File: config.mk
export PLATFORM = sky130hd
export DESIGN_NAME = mcit_top
export DESIGN_NICKNAME = d
export VERILOG_FILES = /design/src/mcit_pkg.sv /design/src/mcit_prescaler.sv /design/src/mcit_top.sv
export SDC_FILE = /design/constraint.sdc
export NUM_CORES = 1
export LEC_CHECK = 0
export BUFFER_PORTS_ARGS = -buffer_cell sky130_fd_sc_hd__clkbuf_2
export CAP_MARGIN = 25
export CORE_ASPECT_RATIO = 1.5
export CORE_MARGIN = 2
export CORE_UTILIZATION = 65
export DETAILED_ROUTE_END_ITERATION = 6
export GPL_TIMING_DRIVEN = 1
export PLACE_DENSITY = 0.83
export SETUP_SLACK_MARGIN = 0.15
export SLEW_MARGIN = 20
export SYNTH_ARGS = -nofsm -noshare
export SYNTH_HDL_FRONTEND = slang
export SYNTH_HIERARCHICAL = 1
export SYNTH_SLANG_ARGS = --single-unit
File: constraint.sdc
create_clock -name ref_clk_i -period 3.5 [get_ports ref_clk_i]
set_clock_uncertainty 0.15 [all_clocks]
set_input_delay 0.35 -clock ref_clk_i [delete_from_list [all_inputs] [get_ports ref_clk_i]]
set_output_delay 0.35 -clock ref_clk_i [all_outputs]
set_load 0.02 [all_outputs]
File: src/mcit_pkg.sv
// Purpose: Shared constants for the match-clear interval timer
// Assumes: 16-bit register port, word index addressing
// Notes:   One register per index, narrow data in the low bits
package mcit_pkg;

  localparam int ADDR_W = 4;
  localparam int DATA_W = 16;
  localparam int WIDE_W = 16;
  localparam int NARROW_W = 8;
  localparam int PRESC_W = 10;

  // Register indices
  localparam logic [3:0] OFS_CTRL = 4'h0;
  localparam logic [3:0] OFS_MASK = 4'h1;
  localparam logic [3:0] OFS_WIDE_OTHER = 4'h2;
  localparam logic [3:0] OFS_WIDE_CLEAR = 4'h3;
  localparam logic [3:0] OFS_NARROW_CMP = 4'h4;
  localparam logic [3:0] OFS_PRESC_SEL = 4'h5;
  localparam logic [3:0] OFS_CMP_CTRL2 = 4'h6;
  localparam logic [3:0] OFS_WIDE_CNT = 4'h7;
  localparam logic [3:0] OFS_NARROW_CNT = 4'h8;
  localparam logic [3:0] OFS_STATUS = 4'h9;

  // Control register fields
  localparam int CTRL_WIDE_RUN = 0;
  localparam int CTRL_WIDE_CLR = 1;
  localparam int CTRL_NARROW_RUN = 2;

  // Mask register fields
  localparam int MASK_WIDE = 0;
  localparam int MASK_NARROW = 1;

  // Compare control second: clear-on-match field
  localparam int CC2_NARROW_CLR = 4;

  // Prescaler select fields
  localparam int PSEL_NARROW_LSB = 4;
  localparam int PSEL_ZERO_BIT = 3;
  localparam logic [7:0] PSEL_WR_MASK = 8'hF7;

  // Reset values
  localparam logic [7:0] PSEL_RESET = 8'h00;
  localparam logic [7:0] CC2_RESET = 8'h00;
  localparam logic [1:0] MASK_RESET = 2'h3;

  // Narrow clock select codes
  localparam logic [3:0] SEL_DIV16 = 4'h1;
  localparam logic [3:0] SEL_DIV32 = 4'h3;
  localparam logic [3:0] SEL_DIV64 = 4'h4;
  localparam logic [3:0] SEL_DIV128 = 4'h5;
  localparam logic [3:0] SEL_DIV256 = 4'h6;
  localparam logic [3:0] SEL_DIV512 = 4'h7;
  localparam logic [3:0] SEL_EXT = 4'hF;

  // Dividers as log2 of clock cycles per tick; WIDE_FCLK_LOG2 counts fclk cycles, the others ref cycles
  localparam int FCLK_LOG2 = 1;
  localparam int WIDE_FCLK_LOG2 = 3;
  localparam int WIDE_LOG2 = FCLK_LOG2 + WIDE_FCLK_LOG2;

endpackage : mcit_pkg

File: src/mcit_prescaler.sv
// Purpose: Count-clock enables for both counters
// Assumes: ref_clk_i is the oscillator, external input is synchronous
// Notes:   Ticks are one-cycle enables, never derived clocks
`timescale 1ns/1ps
module mcit_prescaler #(
  parameter int PW = mcit_pkg::PRESC_W
) (
  input  wire logic       ref_clk_i,
  input  wire logic       resetn_i,
  input  wire logic [3:0] narrow_sel_i,
  input  wire logic       ext_count_i,
  output logic            wide_tick_o,
  output logic            narrow_tick_o
);

  logic [PW-1:0] div_reg;
  logic          ext_prev_reg;
  logic [PW-1:0] narrow_mask;
  logic [PW-1:0] wide_mask;
  logic          narrow_int;
  logic          ext_rise;

  // Log2 of the fclk divisor for a select code, zero when unused
  function automatic logic [3:0] sel_log2(input logic [3:0] sel);
    unique case (sel)
      mcit_pkg::SEL_DIV16:  sel_log2 = 4'h4;
      mcit_pkg::SEL_DIV32:  sel_log2 = 4'h5;
      mcit_pkg::SEL_DIV64:  sel_log2 = 4'h6;
      mcit_pkg::SEL_DIV128: sel_log2 = 4'h7;
      mcit_pkg::SEL_DIV256: sel_log2 = 4'h8;
      mcit_pkg::SEL_DIV512: sel_log2 = 4'h9;
      default:              sel_log2 = 4'h0;
    endcase
  endfunction : sel_log2

  // Free divider; fclk is every second ref edge
  always_ff @(posedge ref_clk_i or negedge resetn_i) begin
    if (!resetn_i) begin
      div_reg <= '0;
    end else begin
      div_reg <= div_reg + 1'b1;
    end
  end

  always_ff @(posedge ref_clk_i or negedge resetn_i) begin
    if (!resetn_i) begin
      ext_prev_reg <= 1'b0;
    end else begin
      ext_prev_reg <= ext_count_i;
    end
  end

  assign wide_mask = PW'((1 << mcit_pkg::WIDE_LOG2) - 1);
  assign narrow_mask = PW'((1 << (sel_log2(narrow_sel_i) + mcit_pkg::FCLK_LOG2)) - 1);
  // Unused codes give no tick at all, so the counter just holds
  assign narrow_int = (sel_log2(narrow_sel_i) != 4'h0) &&
                      ((div_reg & narrow_mask) == narrow_mask);
  assign ext_rise = ext_count_i && !ext_prev_reg;

  always_ff @(posedge ref_clk_i or negedge resetn_i) begin
    if (!resetn_i) begin
      wide_tick_o   <= 1'b0;
      narrow_tick_o <= 1'b0;
    end else begin
      wide_tick_o   <= (div_reg & wide_mask) == wide_mask;
      narrow_tick_o <= (narrow_sel_i == mcit_pkg::SEL_EXT) ? ext_rise
                                                          : narrow_int;
    end
  end

endmodule : mcit_prescaler

File: src/mcit_top.sv
// Purpose: Two-channel match-clear interval timer with register port
// Assumes: Oscillator on ref_clk_i, synchronous inputs, 16-bit port
// Notes:   Match requests are one-cycle pulses from flops
// Operation
// Each channel repeats its request at fixed period
// Wide counter ticks at internal clock over eight
// Wide interval is n plus one ticks
// Wide request on counter equal clear compare
// Wide clear-on-match option clears counter
// Only the clear compare clears; other never
// Wide request passes only when mask clear
// Wide counter runs only after enable set
// Narrow interval n plus one prescaled ticks
// Narrow request on counter equal compare
// Narrow clear-on-match option clears counter
// Narrow compare holds programmed interval value
// Narrow count clock chosen through prescaler
// Narrow request passes only when mask clear
// Narrow counter counts only while enabled
// Prescaler select eight bits, bit three zero
// Four-bit select decodes dividers and external
// Internal clock is oscillator divided by two
// Control-second clear bit enables narrow clear
// Clearing match reloads zero on next tick
// Reset: stopped, zero, no clear, masked
`timescale 1ns/1ps
module mcit_top #(
  parameter int WW = mcit_pkg::WIDE_W,
  parameter int NW = mcit_pkg::NARROW_W
) (
  input  wire logic                        ref_clk_i,
  input  wire logic                        resetn_i,
  input  wire logic [mcit_pkg::ADDR_W-1:0] addr_i,
  input  wire logic [mcit_pkg::DATA_W-1:0] wdata_i,
  input  wire logic                        wr_i,
  input  wire logic                        rd_i,
  input  wire logic                        external_count_input_i,
  output logic      [mcit_pkg::DATA_W-1:0] rdata_o,
  output logic                             wide_match_irq_o,
  output logic                             wide_other_match_o,
  output logic                             narrow_match_irq_o
);

  logic [WW-1:0] wide_counter_reg;
  logic [WW-1:0] wide_counter_next;
  logic [WW-1:0] wide_clear_compare_reg;
  logic [WW-1:0] wide_other_compare_reg;
  logic [NW-1:0] narrow_counter_reg;
  logic [NW-1:0] narrow_counter_next;
  logic [NW-1:0] narrow_compare_reg;
  logic [7:0]    prescaler_select_reg;
  logic [7:0]    compare_ctrl_second_reg;
  logic          wide_run_reg;
  logic          wide_clr_en_reg;
  logic          narrow_run_reg;
  logic          wide_mask_reg;
  logic          narrow_mask_reg;
  logic          wide_match_seen_reg;
  logic          narrow_match_seen_reg;
  logic [mcit_pkg::DATA_W-1:0] rdata_next;
  logic          wide_tick;
  logic          narrow_tick;
  logic          wide_step;
  logic          narrow_step;
  logic          wide_eq;
  logic          wide_other_eq;
  logic          narrow_eq;
  logic          narrow_clr_en;

  function automatic logic hit(input logic [mcit_pkg::ADDR_W-1:0] ofs);
    hit = wr_i && (addr_i == ofs);
  endfunction : hit

  mcit_prescaler #(
    .PW (mcit_pkg::PRESC_W)
  ) u_presc (
    .ref_clk_i     (ref_clk_i),
    .resetn_i      (resetn_i),
    .narrow_sel_i  (prescaler_select_reg[mcit_pkg::PSEL_NARROW_LSB +: 4]),
    .ext_count_i   (external_count_input_i),
    .wide_tick_o   (wide_tick),
    .narrow_tick_o (narrow_tick)
  );

  // Counter decisions
  assign wide_step = wide_tick && wide_run_reg;
  assign narrow_step = narrow_tick && narrow_run_reg;
  assign wide_eq = wide_counter_reg == wide_clear_compare_reg;
  assign wide_other_eq = wide_counter_reg == wide_other_compare_reg;
  assign narrow_eq = narrow_counter_reg == narrow_compare_reg;
  assign narrow_clr_en = compare_ctrl_second_reg[mcit_pkg::CC2_NARROW_CLR];

  // Only the clear compare may reload zero; n+1 ticks per interval
  assign wide_counter_next = (wide_clr_en_reg && wide_eq) ? '0
                                                          : wide_counter_reg + 1'b1;
  assign narrow_counter_next = (narrow_clr_en && narrow_eq) ? '0
                                                            : narrow_counter_reg + 1'b1;

  // Control and mask registers
  always_ff @(posedge ref_clk_i or negedge resetn_i) begin
    if (!resetn_i) begin
      wide_run_reg    <= 1'b0;
      wide_clr_en_reg <= 1'b0;
      narrow_run_reg  <= 1'b0;
    end else if (hit(mcit_pkg::OFS_CTRL)) begin
      wide_run_reg    <= wdata_i[mcit_pkg::CTRL_WIDE_RUN];
      wide_clr_en_reg <= wdata_i[mcit_pkg::CTRL_WIDE_CLR];
      narrow_run_reg  <= wdata_i[mcit_pkg::CTRL_NARROW_RUN];
    end
  end

  always_ff @(posedge ref_clk_i or negedge resetn_i) begin
    if (!resetn_i) begin
      wide_mask_reg   <= mcit_pkg::MASK_RESET[mcit_pkg::MASK_WIDE];
      narrow_mask_reg <= mcit_pkg::MASK_RESET[mcit_pkg::MASK_NARROW];
    end else if (hit(mcit_pkg::OFS_MASK)) begin
      wide_mask_reg   <= wdata_i[mcit_pkg::MASK_WIDE];
      narrow_mask_reg <= wdata_i[mcit_pkg::MASK_NARROW];
    end
  end

  // Compare registers
  always_ff @(posedge ref_clk_i or negedge resetn_i) begin
    if (!resetn_i) begin
      wide_clear_compare_reg <= '0;
      wide_other_compare_reg <= '0;
    end else begin
      if (hit(mcit_pkg::OFS_WIDE_CLEAR)) begin
        wide_clear_compare_reg <= wdata_i[WW-1:0];
      end
      if (hit(mcit_pkg::OFS_WIDE_OTHER)) begin
        wide_other_compare_reg <= wdata_i[WW-1:0];
      end
    end
  end

  always_ff @(posedge ref_clk_i or negedge resetn_i) begin
    if (!resetn_i) begin
      narrow_compare_reg <= '0;
    end else if (hit(mcit_pkg::OFS_NARROW_CMP)) begin
      narrow_compare_reg <= wdata_i[NW-1:0];
    end
  end

  // Selection registers; select bit 3 is forced to zero
  always_ff @(posedge ref_clk_i or negedge resetn_i) begin
    if (!resetn_i) begin
      prescaler_select_reg    <= mcit_pkg::PSEL_RESET;
      compare_ctrl_second_reg <= mcit_pkg::CC2_RESET;
    end else begin
      if (hit(mcit_pkg::OFS_PRESC_SEL)) begin
        prescaler_select_reg <= wdata_i[7:0] & mcit_pkg::PSEL_WR_MASK;
      end
      if (hit(mcit_pkg::OFS_CMP_CTRL2)) begin
        compare_ctrl_second_reg <= wdata_i[7:0];
      end
    end
  end

  // Counters: software may not write them, reset or a clearing match clears them
  always_ff @(posedge ref_clk_i or negedge resetn_i) begin
    if (!resetn_i) begin
      wide_counter_reg <= '0;
    end else if (wide_step) begin
      wide_counter_reg <= wide_counter_next;
    end
  end

  always_ff @(posedge ref_clk_i or negedge resetn_i) begin
    if (!resetn_i) begin
      narrow_counter_reg <= '0;
    end else if (narrow_step) begin
      narrow_counter_reg <= narrow_counter_next;
    end
  end

  // Requests, one pulse per matching tick
  always_ff @(posedge ref_clk_i or negedge resetn_i) begin
    if (!resetn_i) begin
      wide_match_irq_o   <= 1'b0;
      wide_other_match_o <= 1'b0;
      narrow_match_irq_o <= 1'b0;
    end else begin
      wide_match_irq_o   <= wide_step && wide_eq && !wide_mask_reg;
      wide_other_match_o <= wide_step && wide_other_eq;
      narrow_match_irq_o <= narrow_step && narrow_eq && !narrow_mask_reg;
    end
  end

  // Raw match history readable even while masked; read clears, set wins
  // Lets software poll a channel whose request stays masked
  always_ff @(posedge ref_clk_i or negedge resetn_i) begin
    if (!resetn_i) begin
      wide_match_seen_reg   <= 1'b0;
      narrow_match_seen_reg <= 1'b0;
    end else begin
      if (wide_step && wide_eq) begin
        wide_match_seen_reg <= 1'b1;
      end else if (rd_i && addr_i == mcit_pkg::OFS_STATUS) begin
        wide_match_seen_reg <= 1'b0;
      end
      if (narrow_step && narrow_eq) begin
        narrow_match_seen_reg <= 1'b1;
      end else if (rd_i && addr_i == mcit_pkg::OFS_STATUS) begin
        narrow_match_seen_reg <= 1'b0;
      end
    end
  end

  // Read mux
  always_comb begin
    rdata_next = '0;
    unique case (addr_i)
      mcit_pkg::OFS_CTRL: begin
        rdata_next[mcit_pkg::CTRL_WIDE_RUN]   = wide_run_reg;
        rdata_next[mcit_pkg::CTRL_WIDE_CLR]   = wide_clr_en_reg;
        rdata_next[mcit_pkg::CTRL_NARROW_RUN] = narrow_run_reg;
      end
      mcit_pkg::OFS_MASK: begin
        rdata_next[mcit_pkg::MASK_WIDE]   = wide_mask_reg;
        rdata_next[mcit_pkg::MASK_NARROW] = narrow_mask_reg;
      end
      mcit_pkg::OFS_WIDE_OTHER: rdata_next[WW-1:0] = wide_other_compare_reg;
      mcit_pkg::OFS_WIDE_CLEAR: rdata_next[WW-1:0] = wide_clear_compare_reg;
      mcit_pkg::OFS_NARROW_CMP: rdata_next[NW-1:0] = narrow_compare_reg;
      mcit_pkg::OFS_PRESC_SEL:  rdata_next[7:0] = prescaler_select_reg;
      mcit_pkg::OFS_CMP_CTRL2:  rdata_next[7:0] = compare_ctrl_second_reg;
      mcit_pkg::OFS_WIDE_CNT:   rdata_next[WW-1:0] = wide_counter_reg;
      mcit_pkg::OFS_NARROW_CNT: rdata_next[NW-1:0] = narrow_counter_reg;
      mcit_pkg::OFS_STATUS: begin
        rdata_next[0] = wide_match_seen_reg;
        rdata_next[1] = narrow_match_seen_reg;
      end
      default:                  rdata_next = '0;
    endcase
  end

  // Read data only in the cycle after the strobe
  always_ff @(posedge ref_clk_i or negedge resetn_i) begin
    if (!resetn_i) begin
      rdata_o <= '0;
    end else begin
      rdata_o <= rd_i ? rdata_next : '0;
    end
  end
endmodule : mcit_top

==> impl_results.md <==
* Status: completed
* Cells along the critical path: xnor2_1 -> nand4_1 -> nor4_2 -> and3_1 -> nor3_1
* Crit Reg-Reg Endpoint: wide_counter_reg[1]$_DFFE_PN0P_
* CP startpoint: wide_counter_reg[1]$_DFFE_PN0P_
* Final period util at 71.40%
* Clk slew on worst S/H paths at 0.06 ns
* CTS buffer count at 17
* Root Driver: clkbuf_16
* Min-Delay Path Depth at 2
* Post-CTS Setup Repair Bufs at 0
* DRC viols at 0
* Max rail drop VDD at 0.5186 mV
* CP Data Required Time at 3.62 ns
* Number of synthesized register bits at 118
* RSZ-0062 raised after global routing: no
* LEAKAGE at 3.042 nW
* Critical Path Sink: wide_counter_reg[1]$_DFFE_PN0P_
* Starting Density at 66.99%
* Post-CTS Hold Buffers at 2
* Fmax at 0.4001 GHz
* Synth unique cells at 61
* Commonest non-fill, non-tap cell in the layout: dfrtp_1
* Net count after synthesis at 544
* # placed instances at 642
* Critical path endpoint category: flop
* DRT Pass-1 Iters at 5
* Core area at 8828 sq um
* Hpwl dp at 9.817 mm
* P&R area growth vs syn at 13.35%
* Worst Hold Class: in -> reg
* Reg2Reg Setup Slack at 1.00 ns
* CTS tree: done
* Ys Warns at 6
* Pwr per Cell Area at 599.1 nW/um^2
* Tightest Pin Transition at 0.8136 ns
* Crit-path max cell delay at 0.59 ns
* EDFF count, synth at 0
* Critical path launch point type: flop
* Max-cap viol count at 0
* Row count at 42
* Mean post-synth cell area at 11.48 sq um
* Die Span X at 81.89 um
* H-tree depth at 4
* Layout cells sized above 1 at 27.56%
* Setup TNS at 0 ns
* Detail Route Antenna Nets at 0
* Post-Route WL at 14.52 mm
* CP max-delay cell: and3_1
* Nets at 582
* FF-to-FF path depth at 5
* Post-synth ARST share at 100.0%
* Pin count of the biggest net entering global routing at 70
* Max Slew Vio Count at 0
* Worst relative slew slack at 45.63%
* # fillers at 570
* Clock Path Buffers at 2
* Global placer's final weighted congestion at 0.9208
* Most frequent cells in the layout: dfrtp_1, mux2_2, nor2_1
* Antenna Cells at 0
* CTS resizes at 0
* Vias in the first global route at 4400
* Final hold vios at 0
* CP arrival at 2.62 ns
* GRT Util Overall at 31.89%
* Initial antenna violation count at 0
* First-pass GRT wire length at 23.02 mm
* Placed inst area at 6107 sq um
* Clk sink count at 118
* Avg Vias per Cell at 6.428
* Wire length per cell at 21.47 um
* Top_reg_cell synth: dfrtp_1
* Clock Latency Late Sink at 0.42 ns
* Sequential-to-total area share from yosys stat at 49.97%
* Ports at 44
* Non-filler instance count after layout at 676
* Synth Instances at 515
* Syn Std Cell Area at 5914 sq um
* PortBufs at 43
* GR Overflow Total at 0
* Initial DRC count at 476
* Final Cell Area at 6704 sq um
* Height of the chip at 120.8 um
* Overall Power at 4.017 mW
* Worst R2R Start: wide_counter_reg[1]$_DFFE_PN0P_
* Shortest period the worst path allows at 2.499 ns
* DR vias at 4345
* Die ar. at 9894 sq um
* Final setup viols at 0
* CP Max Fanout at 15
* Crit path kind: reg -> reg
[report_power, final]
| part | switching, mW | internal [mW] | total, mW |
|---|---|---|---|
| registers | 0.226 | 1.56 | 1.78 |
| logic | 0.260 | 0.299 | 0.560 |
| clock network | 0.614 | 1.06 | 1.67 |
[layer usage]
| layer | vias up | wire length (um) | global-route usage [%] |
|---|---|---|---|
| met4 | 0 | 830 | 19.27 |
| met1 | 2152 | 5188 | 36.40 |
| met3 | 66 | 841 | 7.090 |
| met2 | 212 | 7655 | 53.20 |
| met5 | - | 0 | 0 |
| li1 | 1915 | - | - |
[cell usage after synthesis (all sizes together) (7+ instances only)]
cell    instances  area, sq um
clkbuf          7        28.78
nand3          15        75.07
nand2          29        111.4
mux2           64        720.7
dfrtp         116         2903
a222oi         11        110.1
nor2b          10        62.56
nor4            7        50.05
nand4          13        81.33
xor2           30        262.8
mux2i           7        70.07
xnor2          36        315.3
nor3            8        62.56
and3            9        56.30
o21ai          11        55.05
a21oi           7        35.03
buf            23        151.4
nor2           53        201.5
[layout make-up]
class                      instances  area, sq um  area share, %
tap                              110        137.6          2.053
clock inverter                    12        130.1          1.941
inverter                           5        18.77         0.2800
timing repair buffer              50        287.8          4.293
clock buffer                      20        446.7          6.663
sequential                       118         2955          44.08
multi-input combinational        361         2728          40.69
[cell families after synthesis]
kind of cell / after synthesis / share of synthesized area (%)
mux: 72 / 13.75
compound gates: 57 / 7.426
simple gates: 161 / 14.26
other cells: 1 / 0.06340
xor+xnor: 66 / 9.774
flops: 118 / 49.97
buf+inv: 36 / 3.914
fa+ha+maj: 4 / 0.8462
[stage by stage]
stage               setup WS, ns  hold WS [ns]  util, %
detailed placement        0.8678        0.2614    69.18
global route              0.9236       0.03569    75.94
global placement          0.9828        0.2593    69.18
finish                     1.001       0.03391    75.94
floorplan                  1.708      -0.09559        -
CTS                        1.043       0.03001    75.94
[worst min-delay path by stage]
stage                                                  end   startpoint  slack (ns)
CTS                 wide_clear_compare_reg[14]$_DFFE_PN0P_  wdata_i[14]        0.03
detailed placement         wide_counter_reg[8]$_DFFE_PN0P_     resetn_i        0.26
finish               wide_clear_compare_reg[8]$_DFFE_PN0P_   wdata_i[8]        0.03
global route        wide_clear_compare_reg[14]$_DFFE_PN0P_  wdata_i[14]        0.04
floorplan           compare_ctrl_second_reg[0]$_DFFE_PN0P_     resetn_i        -0.1
global placement           wide_counter_reg[7]$_DFFE_PN0P_     resetn_i        0.26
[worst max-delay path, delay by kind of cell (launching register included)]
| family | cells | cell delay [ns] |
|---|---|---|
| flip-flops | 1 | 0.45 |
| AND/OR/NAND/NOR | 4 | 1.44 |
| XOR/XNOR | 1 | 0.32 |
(Power assumes the default switching activity.)
